===== src/dgp_params.svh =====
`ifndef DGP_PARAMS_SVH
`define DGP_PARAMS_SVH

// register offsets on the plain register port
`define DGP_OFS_BANK_A_DATA  8'h05
`define DGP_OFS_BANK_B_DATA  8'h06
`define DGP_OFS_OPTION       8'h81
`define DGP_OFS_INTCTL       8'h0b
`define DGP_OFS_CMP_CTRL     8'h1f
`define DGP_OFS_BANK_A_DIR   8'h85
`define DGP_OFS_BANK_B_DIR   8'h86
`define DGP_OFS_VREF_CTRL    8'h9f

// reset values
`define DGP_RST_BANK_A_DIR   5'h1f
`define DGP_RST_BANK_B_DIR   8'hff
`define DGP_RST_OPTION       8'hff
`define DGP_RST_CMP_CTRL     8'h00
`define DGP_RST_VREF_CTRL    8'h00
`define DGP_RST_INTCTL       8'h00

// field positions
`define DGP_OPT_PULLUP_DIS_BIT   7
`define DGP_INT_CHANGE_FLAG_BIT  0
`define DGP_INT_CHANGE_EN_BIT    3
`define DGP_VREF_OUT_EN_BIT      6
`define DGP_BANK_A_PIN_TWO       2
`define DGP_BANK_A_PIN_THREE     3
`define DGP_BANK_A_PIN_FOUR      4

// masks of implemented bits
`define DGP_CMP_CTRL_MASK    8'hcf
`define DGP_CMP_CTRL_WMASK   8'h0f
`define DGP_VREF_CTRL_MASK   8'hef

// comparator mode codes that matter to the pins
`define DGP_CMP_MODE_OUTPUTS 3'h6
`define DGP_CMP_MODE_OFF     3'h7

// instruction cycle is four core clocks
`define DGP_CLKS_PER_INSTR   2'h3

`endif


===== src/dgp_pkg.sv =====
package dgp_pkg;

	// one register port access
	typedef struct packed {
		logic [7:0] addr;
		logic [7:0] wdata;
		logic       wr;
		logic       rd;
	} dgp_bus_t;

	// one pin bank seen from the pads
	typedef struct packed {
		logic [7:0] out;
		logic [7:0] oe;
	} dgp_pad_t;

	// quarter phases of the instruction cycle
	typedef enum logic [1:0] {
		DGP_PH1 = 2'b00,
		DGP_PH2 = 2'b01,
		DGP_PH3 = 2'b10,
		DGP_PH4 = 2'b11
	} dgp_phase_t;

endpackage


===== src/dgp_port_top.sv =====
// The plain strobed port was left to the implementer.
`timescale 1ns/1ps
`default_nettype none
`include "dgp_params.svh"
// How it works
// - enabled peripheral takes over its pin
// - bank a has five output latch bits
// - pin four open drain, timer clock in
// - direction one floats, zero drives latch
// - bank a reads pins, writes latches
// - writes merge sampled pins into latches
// - comparator input pins read as zero
// - reset: inputs, digital off, inputs grounded
// - direction still governs comparator input pins
// - comparator outputs drive pins three, four
// - unimplemented bits read as zero
// - bank b eight bit bidirectional port
// - clear pull-up disable enables pull-ups
// - output pins lose their pull-up
// - pull-ups off after power-on reset
// - only upper four input pins compared
// - mismatches ORed into change flag
// - change event wakes device from sleep
// - any bank b access refreshes copy
// - mismatch keeps setting the flag
// - change at read instant may be missed
// - change flag sticky until cleared
// - enable gates request, flag still sets
module dgp_port_top
	import dgp_pkg::*;
(
	input  wire logic       clk_sys,
	input  wire logic       rst,
	input  wire logic [7:0] regAddr,
	input  wire logic [7:0] regWdata,
	input  wire logic       regWr,
	input  wire logic       regRd,
	output logic [7:0]      regRdata,
	input  wire logic [4:0] bankAPinIn,
	output logic [4:0]      bankAPinOut,
	output logic [4:0]      bankAPinOe,
	output logic            groundCmpInputs,
	output logic            vrefOnPin,
	input  wire logic [7:0] bankBPinIn,
	output logic [7:0]      bankBPinOut,
	output logic [7:0]      bankBPinOe,
	output logic [7:0]      bankBPullupEn,
	input  wire logic [1:0] cmpResult,
	output logic            timerExtClockIn,
	output logic            portChangeIrq,
	output logic            wakeFromSleep
);
	////////////////////////////////////////////////////////////////////
	// state
	dgp_phase_t  phase_q;      // instruction cycle quarter
	logic [4:0]  latchA_q;     // bank a output latches
	logic [4:0]  dirA_q;       // bank a direction
	logic [7:0]  latchB_q;     // bank b output latches
	logic [7:0]  dirB_q;       // bank b direction
	logic [7:0]  option_q;     // option register
	logic [7:0]  cmpCtrl_q;    // comparator control
	logic [7:0]  vrefCtrl_q;   // voltage reference control
	logic        changeFlag_q; // port change flag
	logic        changeEn_q;   // port change enable
	logic [4:0]  pinA_q;       // sampled bank a pins
	logic [7:0]  pinB_q;       // sampled bank b pins
	logic        digitalOn_q;  // digital inputs enabled
	logic [3:0]  mismatch;     // per pin compare result
	logic        anyMismatch;  // ORed compare
	logic        sampleEn;     // once per instruction cycle
	logic [4:0]  cmpInMask;    // pins used as comparator inputs
	logic [4:0]  readA;        // bank a read value
	logic [4:0]  outA_d;       // bank a pad value
	logic [4:0]  oeA_d;        // bank a pad enable
	logic        accB;         // any bank b access
	logic [2:0]  cmpMode;      // comparator mode field

	assign cmpMode = cmpCtrl_q[2:0];
	assign accB    = (regWr || regRd) && (regAddr == `DGP_OFS_BANK_B_DATA);

	////////////////////////////////////////////////////////////////////
	// instruction cycle phase counter
	always_ff @(posedge clk_sys) begin
		if (rst) begin
			phase_q <= DGP_PH1;
		end else begin
			phase_q <= dgp_phase_t'(phase_q + 2'h1);
		end
	end
	assign sampleEn = (phase_q == DGP_PH1);

	////////////////////////////////////////////////////////////////////
	// registered input stage, once per instruction cycle
	always_ff @(posedge clk_sys) begin
		if (rst) begin
			pinA_q <= 5'h00;
			pinB_q <= 8'h00;
		end else if (sampleEn) begin
			pinA_q <= bankAPinIn;
			pinB_q <= bankBPinIn;
		end
	end

	////////////////////////////////////////////////////////////////////
	// comparator input pins per mode, pins zero to three in modes 0-4, fewer in 5 and 6, none in mode 7
	always_comb begin
		unique case (cmpMode)
			3'h0, 3'h1, 3'h2, 3'h3, 3'h4: cmpInMask = 5'h0f;
			3'h5:                         cmpInMask = 5'h0a;
			3'h6:                         cmpInMask = 5'h07;
			3'h7:                         cmpInMask = 5'h00;
		endcase
	end

	// gated digital reads, comparator inputs read zero
	assign readA = digitalOn_q ? (pinA_q & ~cmpInMask) : 5'h00;

	////////////////////////////////////////////////////////////////////
	// digital input enable follows comparator mode, off at reset
	always_ff @(posedge clk_sys) begin
		if (rst) begin
			digitalOn_q <= 1'b0;
		end else begin
			digitalOn_q <= (cmpMode != 3'h0);
		end
	end

	////////////////////////////////////////////////////////////////////
	// bank a latches, read-modify-write with sampled pins
	always_ff @(posedge clk_sys) begin
		if (rst) begin
			latchA_q <= 5'h00;
		end else if (regWr && regAddr == `DGP_OFS_BANK_A_DATA) begin
			// inputs pick up sampled level, outputs take new data
			latchA_q <= (regWdata[4:0] & ~dirA_q) | (readA & dirA_q);
		end
	end

	////////////////////////////////////////////////////////////////////
	// bank b latches, read-modify-write with sampled pins
	always_ff @(posedge clk_sys) begin
		if (rst) begin
			latchB_q <= 8'h00;
		end else if (regWr && regAddr == `DGP_OFS_BANK_B_DATA) begin
			latchB_q <= (regWdata & ~dirB_q) | (pinB_q & dirB_q);
		end
	end

	////////////////////////////////////////////////////////////////////
	// configuration registers
	always_ff @(posedge clk_sys) begin
		if (rst) begin
			dirA_q     <= `DGP_RST_BANK_A_DIR;
			dirB_q     <= `DGP_RST_BANK_B_DIR;
			option_q   <= `DGP_RST_OPTION;
			cmpCtrl_q  <= `DGP_RST_CMP_CTRL;
			vrefCtrl_q <= `DGP_RST_VREF_CTRL;
			changeEn_q <= 1'b0;
		end else if (regWr) begin
			unique case (regAddr)
				`DGP_OFS_BANK_A_DIR: dirA_q <= regWdata[4:0];
				`DGP_OFS_BANK_B_DIR: dirB_q <= regWdata;
				`DGP_OFS_OPTION:     option_q <= regWdata;
				`DGP_OFS_CMP_CTRL:   cmpCtrl_q <= regWdata & `DGP_CMP_CTRL_WMASK;
				`DGP_OFS_VREF_CTRL:  vrefCtrl_q <= regWdata & `DGP_VREF_CTRL_MASK;
				`DGP_OFS_INTCTL:     changeEn_q <= regWdata[`DGP_INT_CHANGE_EN_BIT];
				default: begin
					// other addresses leave configuration alone
				end
			endcase
		end
	end

	////////////////////////////////////////////////////////////////////
	// change detection cells on upper four pins
	genvar gi;
	generate
		for (gi = 0; gi < 4; gi++) begin : gChange
			dgp_change_cell uCell (
				.clk_sys  (clk_sys),
				.rst      (rst),
				.sampleEn (sampleEn),
				.pinLevel (pinB_q[gi+4]),
				.isInput  (dirB_q[gi+4]),
				.snapEn   (accB),
				.mismatch (mismatch[gi])
			);
		end
	endgenerate
	assign anyMismatch = |mismatch;

	////////////////////////////////////////////////////////////////////
	// sticky change flag, set wins over software clear
	always_ff @(posedge clk_sys) begin
		if (rst) begin
			changeFlag_q <= 1'b0;
		end else if (anyMismatch && !accB) begin
			changeFlag_q <= 1'b1;
		end else if (regWr && regAddr == `DGP_OFS_INTCTL) begin
			changeFlag_q <= regWdata[`DGP_INT_CHANGE_FLAG_BIT];
		end
	end

	////////////////////////////////////////////////////////////////////
	// register read port, data one cycle after strobe
	always_ff @(posedge clk_sys) begin
		if (rst) begin
			regRdata <= 8'h00;
		end else if (regRd) begin
			unique case (regAddr)
				`DGP_OFS_BANK_A_DATA: regRdata <= {3'h0, readA};
				`DGP_OFS_BANK_B_DATA: regRdata <= pinB_q;
				`DGP_OFS_BANK_A_DIR:  regRdata <= {3'h0, dirA_q};
				`DGP_OFS_BANK_B_DIR:  regRdata <= dirB_q;
				`DGP_OFS_OPTION:      regRdata <= option_q;
				`DGP_OFS_CMP_CTRL:    regRdata <= {cmpResult, cmpCtrl_q[5:0]};
				`DGP_OFS_VREF_CTRL:   regRdata <= vrefCtrl_q;
				`DGP_OFS_INTCTL:      regRdata <= {4'h0, changeEn_q, 2'h0, changeFlag_q};
				default:              regRdata <= 8'h00;
			endcase
		end else begin
			regRdata <= 8'h00;
		end
	end

	////////////////////////////////////////////////////////////////////
	// bank a pad drive: latch or comparator outputs, pin four open drain
	always_comb begin
		outA_d = latchA_q;
		oeA_d  = ~dirA_q;
		if (cmpMode == `DGP_CMP_MODE_OUTPUTS) begin
			outA_d[`DGP_BANK_A_PIN_THREE] = cmpResult[0];
			outA_d[`DGP_BANK_A_PIN_FOUR]  = cmpResult[1];
		end
		// open drain: only ever drive low
		oeA_d[`DGP_BANK_A_PIN_FOUR] = oeA_d[`DGP_BANK_A_PIN_FOUR]
			&& !outA_d[`DGP_BANK_A_PIN_FOUR];
		outA_d[`DGP_BANK_A_PIN_FOUR] = 1'b0;
	end

	////////////////////////////////////////////////////////////////////
	// registered pad outputs
	always_ff @(posedge clk_sys) begin
		if (rst) begin
			bankAPinOut     <= 5'h00;
			bankAPinOe      <= 5'h00;
			groundCmpInputs <= 1'b1;
			vrefOnPin       <= 1'b0;
			bankBPinOut     <= 8'h00;
			bankBPinOe      <= 8'h00;
			bankBPullupEn   <= 8'h00;
			timerExtClockIn <= 1'b0;
			portChangeIrq   <= 1'b0;
			wakeFromSleep   <= 1'b0;
		end else begin
			bankAPinOut     <= outA_d;
			bankAPinOe      <= oeA_d;
			groundCmpInputs <= (cmpMode == 3'h0);
			vrefOnPin       <= vrefCtrl_q[7] && vrefCtrl_q[`DGP_VREF_OUT_EN_BIT];
			bankBPinOut     <= latchB_q;
			bankBPinOe      <= ~dirB_q;
			// global enable, then output pins drop pull-up
			bankBPullupEn   <= option_q[`DGP_OPT_PULLUP_DIS_BIT] ? 8'h00 : dirB_q;
			timerExtClockIn <= pinA_q[`DGP_BANK_A_PIN_FOUR];
			portChangeIrq   <= changeFlag_q && changeEn_q;
			wakeFromSleep   <= changeFlag_q && changeEn_q;
		end
	end

	////////////////////////////////////////////////////////////////////
	// assertions
	// reset state of direction and pull-ups
	AST_RESET_DIR: assert property (@(posedge clk_sys) rst |=> dirA_q == 5'h1f)
		else $error("bank a direction not all inputs after reset");
	AST_PULLUP_OFF_POR: assert property (@(posedge clk_sys) rst |=> bankBPullupEn == 8'h00)
		else $error("pull-ups on after reset");
	// pull-ups: global enable, outputs always without
	AST_PULLUP_OUT: assert property (@(posedge clk_sys) disable iff (rst)
		##1 ((bankBPullupEn & ~$past(dirB_q)) == 8'h00))
		else $error("pull-up on an output pin");
	AST_PULLUP_GLOBAL: assert property (@(posedge clk_sys) disable iff (rst)
		!option_q[`DGP_OPT_PULLUP_DIS_BIT] |=> bankBPullupEn == $past(dirB_q))
		else $error("input pin lost its pull-up");
	// change flag behaviour
	AST_FLAG_STICKY: assert property (@(posedge clk_sys) disable iff (rst)
		changeFlag_q && !(regWr && regAddr == `DGP_OFS_INTCTL) |=> changeFlag_q)
		else $error("change flag dropped without clear");
	AST_FLAG_SET: assert property (@(posedge clk_sys) disable iff (rst)
		anyMismatch && !accB |=> changeFlag_q)
		else $error("mismatch did not set flag");
	AST_IRQ_GATE: assert property (@(posedge clk_sys) disable iff (rst)
		!changeEn_q ##1 !changeEn_q |-> !portChangeIrq)
		else $error("irq without enable");
	// an access leaves no stale mismatch behind
	AST_SNAP_REFRESH: assert property (@(posedge clk_sys) disable iff (rst)
		accB && !sampleEn |=> !anyMismatch)
		else $error("access did not refresh compare copy");
	// pins only move on the sample cycle
	AST_SAMPLE_ONCE: assert property (@(posedge clk_sys) disable iff (rst)
		!sampleEn |=> $stable(pinB_q) && $stable(pinA_q))
		else $error("pins sampled off the sample cycle");
	// bank a pads and reads
	AST_PIN_FOUR_OD: assert property (@(posedge clk_sys) disable iff (rst)
		bankAPinOut[`DGP_BANK_A_PIN_FOUR] == 1'b0)
		else $error("pin four driven high");
	AST_A_READ_CMP: assert property (@(posedge clk_sys) disable iff (rst)
		regRd && regAddr == `DGP_OFS_BANK_A_DATA && cmpMode == 3'h2
		|=> regRdata[3:0] == 4'h0)
		else $error("comparator input read not zero");
	AST_A_READ_OFF: assert property (@(posedge clk_sys) disable iff (rst)
		regRd && regAddr == `DGP_OFS_BANK_A_DATA && cmpMode == 3'h0 && $past(cmpMode) == 3'h0
		|=> regRdata == 8'h00)
		else $error("bank a read while digital inputs off");
	AST_GROUND_IN: assert property (@(posedge clk_sys) disable iff (rst)
		cmpMode == 3'h0 |=> groundCmpInputs)
		else $error("comparator inputs not grounded");
	AST_UNIMPL_ZERO: assert property (@(posedge clk_sys) disable iff (rst)
		regRd && regAddr == `DGP_OFS_BANK_A_DIR |=> regRdata[7:5] == 3'h0)
		else $error("unimplemented bits not zero");
	AST_A_OE: assert property (@(posedge clk_sys) disable iff (rst)
		cmpMode != `DGP_CMP_MODE_OUTPUTS |=> bankAPinOe[3:0] == ~$past(dirA_q[3:0]))
		else $error("bank a enable not following direction");
	// read-modify-write: input latches take the sampled level
	AST_RMW_A: assert property (@(posedge clk_sys) disable iff (rst)
		regWr && regAddr == `DGP_OFS_BANK_A_DATA
		|=> ((latchA_q ^ $past(readA)) & $past(dirA_q)) == 5'h00)
		else $error("bank a input latch missed pin level");
	AST_RMW_B: assert property (@(posedge clk_sys) disable iff (rst)
		regWr && regAddr == `DGP_OFS_BANK_B_DATA
		|=> ((latchB_q ^ $past(pinB_q)) & $past(dirB_q)) == 8'h00)
		else $error("bank b input latch missed pin level");

	// main scenarios reached
	COV_FLAG: cover property (@(posedge clk_sys) disable iff (rst) $rose(changeFlag_q));
	COV_IRQ: cover property (@(posedge clk_sys) disable iff (rst) $rose(portChangeIrq));
	COV_WAKE: cover property (@(posedge clk_sys) disable iff (rst) $rose(wakeFromSleep));
	COV_CMPOUT: cover property (@(posedge clk_sys) disable iff (rst)
		cmpMode == `DGP_CMP_MODE_OUTPUTS);
endmodule
`default_nettype wire


===== src/dgp_change_cell.sv =====
`timescale 1ns/1ps
`default_nettype none
`include "dgp_params.svh"
module dgp_change_cell
	import dgp_pkg::*;
(
	input  wire logic clk_sys,
	input  wire logic rst,
	input  wire logic sampleEn,
	input  wire logic pinLevel,
	input  wire logic isInput,
	input  wire logic snapEn,
	output logic      mismatch
);
	logic oldLevel_q;   // level latched at last port access

	////////////////////////////////////////////////////////////////////
	// refresh the comparison copy on each bank b access
	always_ff @(posedge clk_sys) begin
		if (rst) begin
			oldLevel_q <= 1'b0;
		end else if (snapEn) begin
			oldLevel_q <= pinLevel;
		end
	end

	// outputs never compare, inputs compare against old copy
	assign mismatch = isInput && (pinLevel != oldLevel_q) && sampleEn;
endmodule
`default_nettype wire


===== config.mk =====
export PLATFORM = sky130hd
export DESIGN_NAME = dgp_port_top
export DESIGN_NICKNAME = d
export VERILOG_FILES = /design/src/dgp_pkg.sv /design/src/dgp_port_top.sv /design/src/dgp_change_cell.sv
export VERILOG_INCLUDE_DIRS = /design/src
export SDC_FILE = /design/constraint.sdc
export NUM_CORES = 1
export LEC_CHECK = 0
export BUFFER_PORTS_ARGS = -buffer_cell sky130_fd_sc_hd__buf_2
export CORE_MARGIN = 2
export CORE_UTILIZATION = 35
export DETAILED_ROUTE_END_ITERATION = 7
export PLACE_DENSITY = 0.63
export SYNTH_ARGS = -nofsm -noshare
export SYNTH_HDL_FRONTEND = slang
export SYNTH_SLANG_ARGS = --single-unit
export TNS_END_PERCENT = 30

===== constraint.sdc =====
create_clock -name clk_sys -period 2.55 [get_ports clk_sys]
set_clock_uncertainty 0.1 [all_clocks]
set_input_delay 0.1275 -clock clk_sys [delete_from_list [all_inputs] [get_ports clk_sys]]
set_output_delay 0.1275 -clock clk_sys [all_outputs]
set_load 0.05 [all_outputs]

; ---- Word level (Yosys, flattened, before mapping)
; Memories as Yosys holds them, arrays and structs flattened. A register that Yosys moved wholly into a read port is not among the register bits.
; Index checks and enable logic that the tools add are counted.
; Widths: inputs -> output; s select.
[totals]
ff_bits = 113
romBits = 32
input_bits = 35
output_inout_bits = 47
elab_cells = 93
mem_count = 1
[classes]
add_sub_neg = 1
eq_ne = 13
muxes = 7
bitwise = 11
reduce_logical = 32
[mem_list]
columns = name, words, width, read_ports, rd_clocked_by_memory_dff, write_ports, line_no
row1 = (no name shown), 8, 4, 1, 1, 0, dgp_port_top.sv:107  ; unique case (cmpMode)
[ops]
columns = operator, n
row1 = $pmux 8 s8, 1
row2 = $eq 8x8->1 const B, 4
row3 = $and 8x8->8, 2
row4 = $eq 8x3->1 const B, 2
row5 = $logic_and 1x1->1, 16
row6 = $and 5x5->5, 3
row7 = $reduce_and 2->1, 6
row8 = $not 5->5, 2
row9 = $eq 8x4->1 const B, 1
row10 = $eq 8x5->1 const B, 1
row11 = $not 8->8, 1
row12 = $or 8x8->8, 1
row13 = $mux 3, 2
row14 = $mux 5, 1
row15 = $or 5x5->5, 1
row16 = $ne 1x1->1, 4
row17 = $reduce_or 2->1, 2
row18 = $reduce_or 4->1, 1
row19 = $eq 3x3->1 const B, 1
row20 = $logic_not 3->1, 1
row21 = $reduce_bool 3->1, 1
row22 = $add 2x1->2 const B, 1
row23 = $logic_not 1->1, 2
row24 = $logic_not 2->1, 1
row25 = 5 further kinds, 6

; ---- Logic depth before layout (Yosys ltp)
[logic_depth]
ltp_word = 6
depth_mapped = 7
mapped_depth_nobuf = 5

; ---- Modules after synthesis
; Synthesis repeated with hierarchy kept, for this count alone.
[unflattened]
cells_unflattened = 478
hier_area_um2 = 4670.7
[modules_own_cells]
columns = module, instances, cells_per_inst, area_each_um2, seq_area_each_um2
row1 = dgp_port_top, 1, 458, 4475.5, 2222.1
row2 = dgp_change_cell, 4, 5, 48.8, 20.0

; ---- Worst setup path before layout
; Ideal clock, no wire load.
[synth_timing]
kind = in2reg
startpoint = in regAddr[6]
endpoint = reg regRdata[1]
setup_time_ns = 0.074
arrival_time_ns = 1.654
required_ns = 2.376
path_slack_ns = 0.722
stages = 7
path_buffers = 2
cell_sequence = or4b_1 > buf_6 > nor4_4 > buf_6 > nor4_2 > a211o_4 > a31oi_1
[synth_between]
elab_chain_len = 2
word_cells_on_any_way = 9
classes_between = eq/ne: 8 / mux: 1
[synth_lines]
columns = element, line_no
row1 = "start, declared", dgp_port_top.sv:34  ; input wire logic [7:0] regAddr,
row2 = "$eq 8x4->1, or another cell as far along", dgp_port_top.sv:210  ; unique case (regAddr)
row3 = $pmux 8 s8 (*), dgp_port_top.sv:210
row4 = "end signal, assigned", dgp_port_top.sv:211  ; `DGP_OFS_BANK_A_DATA: regRdata <= {3'h0, readA};
row5 = "end signal, assigned", dgp_port_top.sv:212  ; `DGP_OFS_BANK_B_DATA: regRdata <= pinB_q;
row6 = "end signal, assigned", dgp_port_top.sv:213  ; `DGP_OFS_BANK_A_DIR: regRdata <= {3'h0, dirA_q};
row7 = "end, declared", dgp_port_top.sv:38  ; output logic [7:0] regRdata,
; Every way passes the cells marked *; elsewhere a longest branch is shown, timed or not.
; A chain may end at the register's enable or synchronous reset.

; ---- Worst setup path after layout
[layout_timing]
startpoint = in regAddr[6]
endpoint = reg dirB_q[0]
[layout_between]
elab_chain_len = 2
[layout_lines]
columns = element, line_no
row1 = $eq 8x8->1, dgp_port_top.sv:160  ; unique case (regAddr)
row2 = $reduce_and 2->1 (no line), n/a
row3 = "end signal, assigned", dgp_port_top.sv:154  ; dirB_q <= `DGP_RST_BANK_B_DIR;
row4 = "end signal, assigned", dgp_port_top.sv:162  ; `DGP_OFS_BANK_B_DIR: dirB_q <= regWdata;
row5 = "end, declared", dgp_port_top.sv:59  ; logic [7:0] dirB_q;
; No other way between the ends.

==> reports/results.ini <==
[setup_path]
crit_path_cell_trace=buf_2 > or4b_1 > nor2_2 > nand2_1 > a211o_1
cp_slowest_stage_delay_ns=0.70
worst_setup_path_end_kind=flop
worstPathMaxFanout=9
worst_r2r_endpoint=pinB_q[3]
worstPathArrival_ns=1.99
worst_ep_required_time_ns=2.74
worst_r2r_path_depth=5
crit_path_start_kind=primary input
worst-setup-path-type=primary input to flop
crit_family=simple AND/OR/NAND/NOR gates
reg2reg_setup_slack_ns=0.95
path_buf_inv=1
r2r_start=phase_q[0]
cp_slowest_cell=sky130_fd_sc_hd__or4b_1

[synth]
synth_area_mm2=0.00454
syn-instance-count=475
netlist_top_cells_area=sky130_fd_sc_hd__dfxtp_1, sky130_fd_sc_hd__mux2i_1, sky130_fd_sc_hd__nor2_1
synth.avg_cell_area_um2=9.56
ys_ff_latch=115
synth_warnings=0
yosys.cell_count.top_type=sky130_fd_sc_hd__dfxtp_1
synth_flop_cell=sky130_fd_sc_hd__dfxtp_1
synth_fp_nets=512
ys_async_sr_fraction=0
synth-edff-count=0
netlist.top_cell.by_area=sky130_fd_sc_hd__dfxtp_1
fraction_of_post_synthesis_cell_area_in_the_top_cell_type_by_area=0.507
post_synth_num_cell_types=54
top_cells_by_instance_count_after_synthesis=sky130_fd_sc_hd__dfxtp_1, sky130_fd_sc_hd__nor2_1, sky130_fd_sc_hd__nand2_1
seq_area_frac_synth=0.507

[grt]
first_pass_grt_wire_length_mm=20.4
global_route.overflow_total=0
grt_start_max_net_pins=41
grt_antenna_before_repair=1
grt.total_usage=0.187
grt_pass1_vias=3761

[run_status]
outcome=finished clean

[cts]
post_cts_resize_count=0
number_of_buffers_created_by_cts=17
tritoncts=done
cts-root-buf=sky130_fd_sc_hd__clkbuf_16
htree_levels=4
clock-sinks=115
clk_latency_ns=0.41
clock_path_buffers=2
cts.reportedPaths.clkPinSlew_ns=0.05

[power_and_ir_drop]
leakage_power_nw=2.44
p_per_area_mw_per_mm2=738
ir_worst_vdd_mv=0.428

[hold_path]
holdPathEnd=regRdata[4]
holdPathStages=4
worstHoldPathType=primary input to flop
holdCritStartpoint=regRd

[finish]
final_net_count=615
fillers=1239
final_core_utilization=0.465
areaGrowthSynthToFinish_pct=29.1
fraction_of_final_layout_cells_sized_beyond_drive_strength_1=0.227

[route]
drt_drc_violations_left=0
final_antenna_net_count=0
drtPass1Iterations=7
wl_mm=12.8
detailroute.via_count=3881
avgViaCountPerCell=5.08
route.detailed.wl_per_inst_um=16.8
initialDrtViolationCount=458

[timing]
timing.setup.tns_ns=0
layout_worst_path_cycle_share=0.705
final-setup-viol-count=0
worst_slew_margin_rel=0.460
timing_hold_violations_final=0
report.final.slew_viol_count=0
unrepaired_setup_endpoints_after_global_routing=false
final.min_clock_period_ns=1.80
worst-slew-pin-transition_ns=0.803
max_clock_freq_ghz=0.556

[placed_design]
gp_congestion=0.865
dp_hpwl_mm=9.04
io_buffers=80

[floorplanning]
initial_core_util=0.360
dieArea_mm2=0.0139
num_rows=41
die_h_um=118
chipWidth_um=118
floorplan_core_area_mm2=0.0126
number_of_placed_i_o_pins=82

[job]
maxCapViolCount=0

## stage by stage
step / hold slack (ns) / cells / setup WS (ns) / power [W] / cell area (um2)
after floorplan: 0.140 / 475 / 0.722 / 0.00202 / 4540
after global placement: 0.260 / 708 / 0.412 / 0.00210 / 5070
after detailed placement: 0.271 / 708 / 0.367 / 0.00211 / 5070
after CTS: 0.0976 / 762 / 0.781 / 0.00436 / 5860
after global routing: 0.107 / 763 / 0.617 / 0.00447 / 5860
final: 0.115 / 764 / 0.751 / 0.00433 / 5860
## where the power goes
| group | leakage [nW] | internal, W | switching (W) |
|---|---|---|---|
| combinational | 1.25 | 0.000104 | 0.000149 |
| clock | 0.265 | 0.00145 | 0.000777 |
| sequential | 0.931 | 0.00183 | 0.0000264 |
| total | 2.44 | 0.00338 | 0.000952 |
## cell usage in the layout (no fill, tap or decap), drive strengths merged, types with 5 or more instances in the layout
cell type / synthesis / final
nand2b: 6 / 6
a211oi: 11 / 11
nor4: 7 / 7
nor3: 10 / 10
a22oi: 7 / 7
and3: 8 / 8
dlygate4sd3: 0 / 23
mux2i: 28 / 28
a21oi: 23 / 23
a222oi: 7 / 7
dfxtp: 115 / 115
nand2: 48 / 48
and2: 9 / 9
buf: 12 / 92
a211o: 14 / 14
nor2: 56 / 56
nand3: 16 / 16
clkbuf: 19 / 21
a31oi: 5 / 5
nand3b: 9 / 9
nor2b: 21 / 21
inv: 8 / 8
## sequential cells by signal, summed over array words and instances (netlist names), 2 cells and up
| register | count |
|---|---|
| bankBPullupEn | 8 |
| bankAPinOut | 4 |
| cmpCtrl_q | 4 |
| bankBPinOut | 8 |
| option_q | 8 |
| latchB_q | 8 |
| cmpInMask | 3 |
| bankBPinOe | 8 |
| bankAPinOe | 5 |
| pinA_q | 5 |
| vrefCtrl_q | 7 |
| pinB_q | 8 |
| phase_q | 2 |
| regRdata | 8 |
| dirA_q | 5 |
| dirB_q | 8 |
| gChange.uCell.oldLevel_q | 4 |
| latchA_q | 5 |
## area by class of cell
class                           instances  area, um2  share of cell area
Antenna cell                            2       5.00            0.000854
Clock buffer                           21        450              0.0768
Clock inverter                         10        110              0.0188
Inverter                                8       30.0             0.00512
Multi-Input combinational cell        321       2030               0.346
Sequential cell                       115       2300               0.393
Tap cell                              172        215              0.0367
Timing Repair Buffer                  115        721               0.123
## per-layer routing
layer	vias up	part of all wire	global-route usage
li1	1886	-	-
met1	1827	0.45	0.240
met2	144	0.47	0.304
met3	24	0.059	0.0460
met4	0	0.021	0.0700
met5	-	0	0
## tightest hold or removal path: cells and delay by family
kind                   cells  cell delay, ns
AO/OA/AOI/OAI              2            0.22
buffers and inverters      2            0.21
## worst max-delay path by stage
stage | cells after the start | slack [ns] | to | from
2_1_floorplan | 7 | 0.72 | regRdata[1] | regAddr[6]
3_3_place_gp | 6 | 0.41 | regRdata[1] | regAddr[6]
3_5_place_dp | 5 | 0.37 | dirB_q[1] | regAddr[6]
4_1_cts | 5 | 0.78 | dirB_q[0] | regAddr[6]
5_1_grt | 6 | 0.62 | regRdata[0] | regAddr[6]
6_report | 5 | 0.75 | dirB_q[0] | regAddr[6]
## cell families (layout without fill, tap and decap cells)
group | Yosys count | count (layout) | synth area share
adders and majority gates | 2 | 2 | 0.00551
buffers and inverters | 39 | 154 | 0.0463
DFF | 115 | 115 | 0.507
xor gates and xnor gates | 4 | 4 | 0.00771
AOI/OAI and AO/OA | 80 | 80 | 0.131
other | 1 | 3 | 0.000826
muxes | 28 | 28 | 0.0617
and+or+nand+nor | 206 | 206 | 0.240
## timing repair
action | CTS | global route
buffers inserted | 0 | 0
endpoints found under the hold margin | 34 | 0
hold buffers | 23 | 0
(Power assumes the default switching activity.)
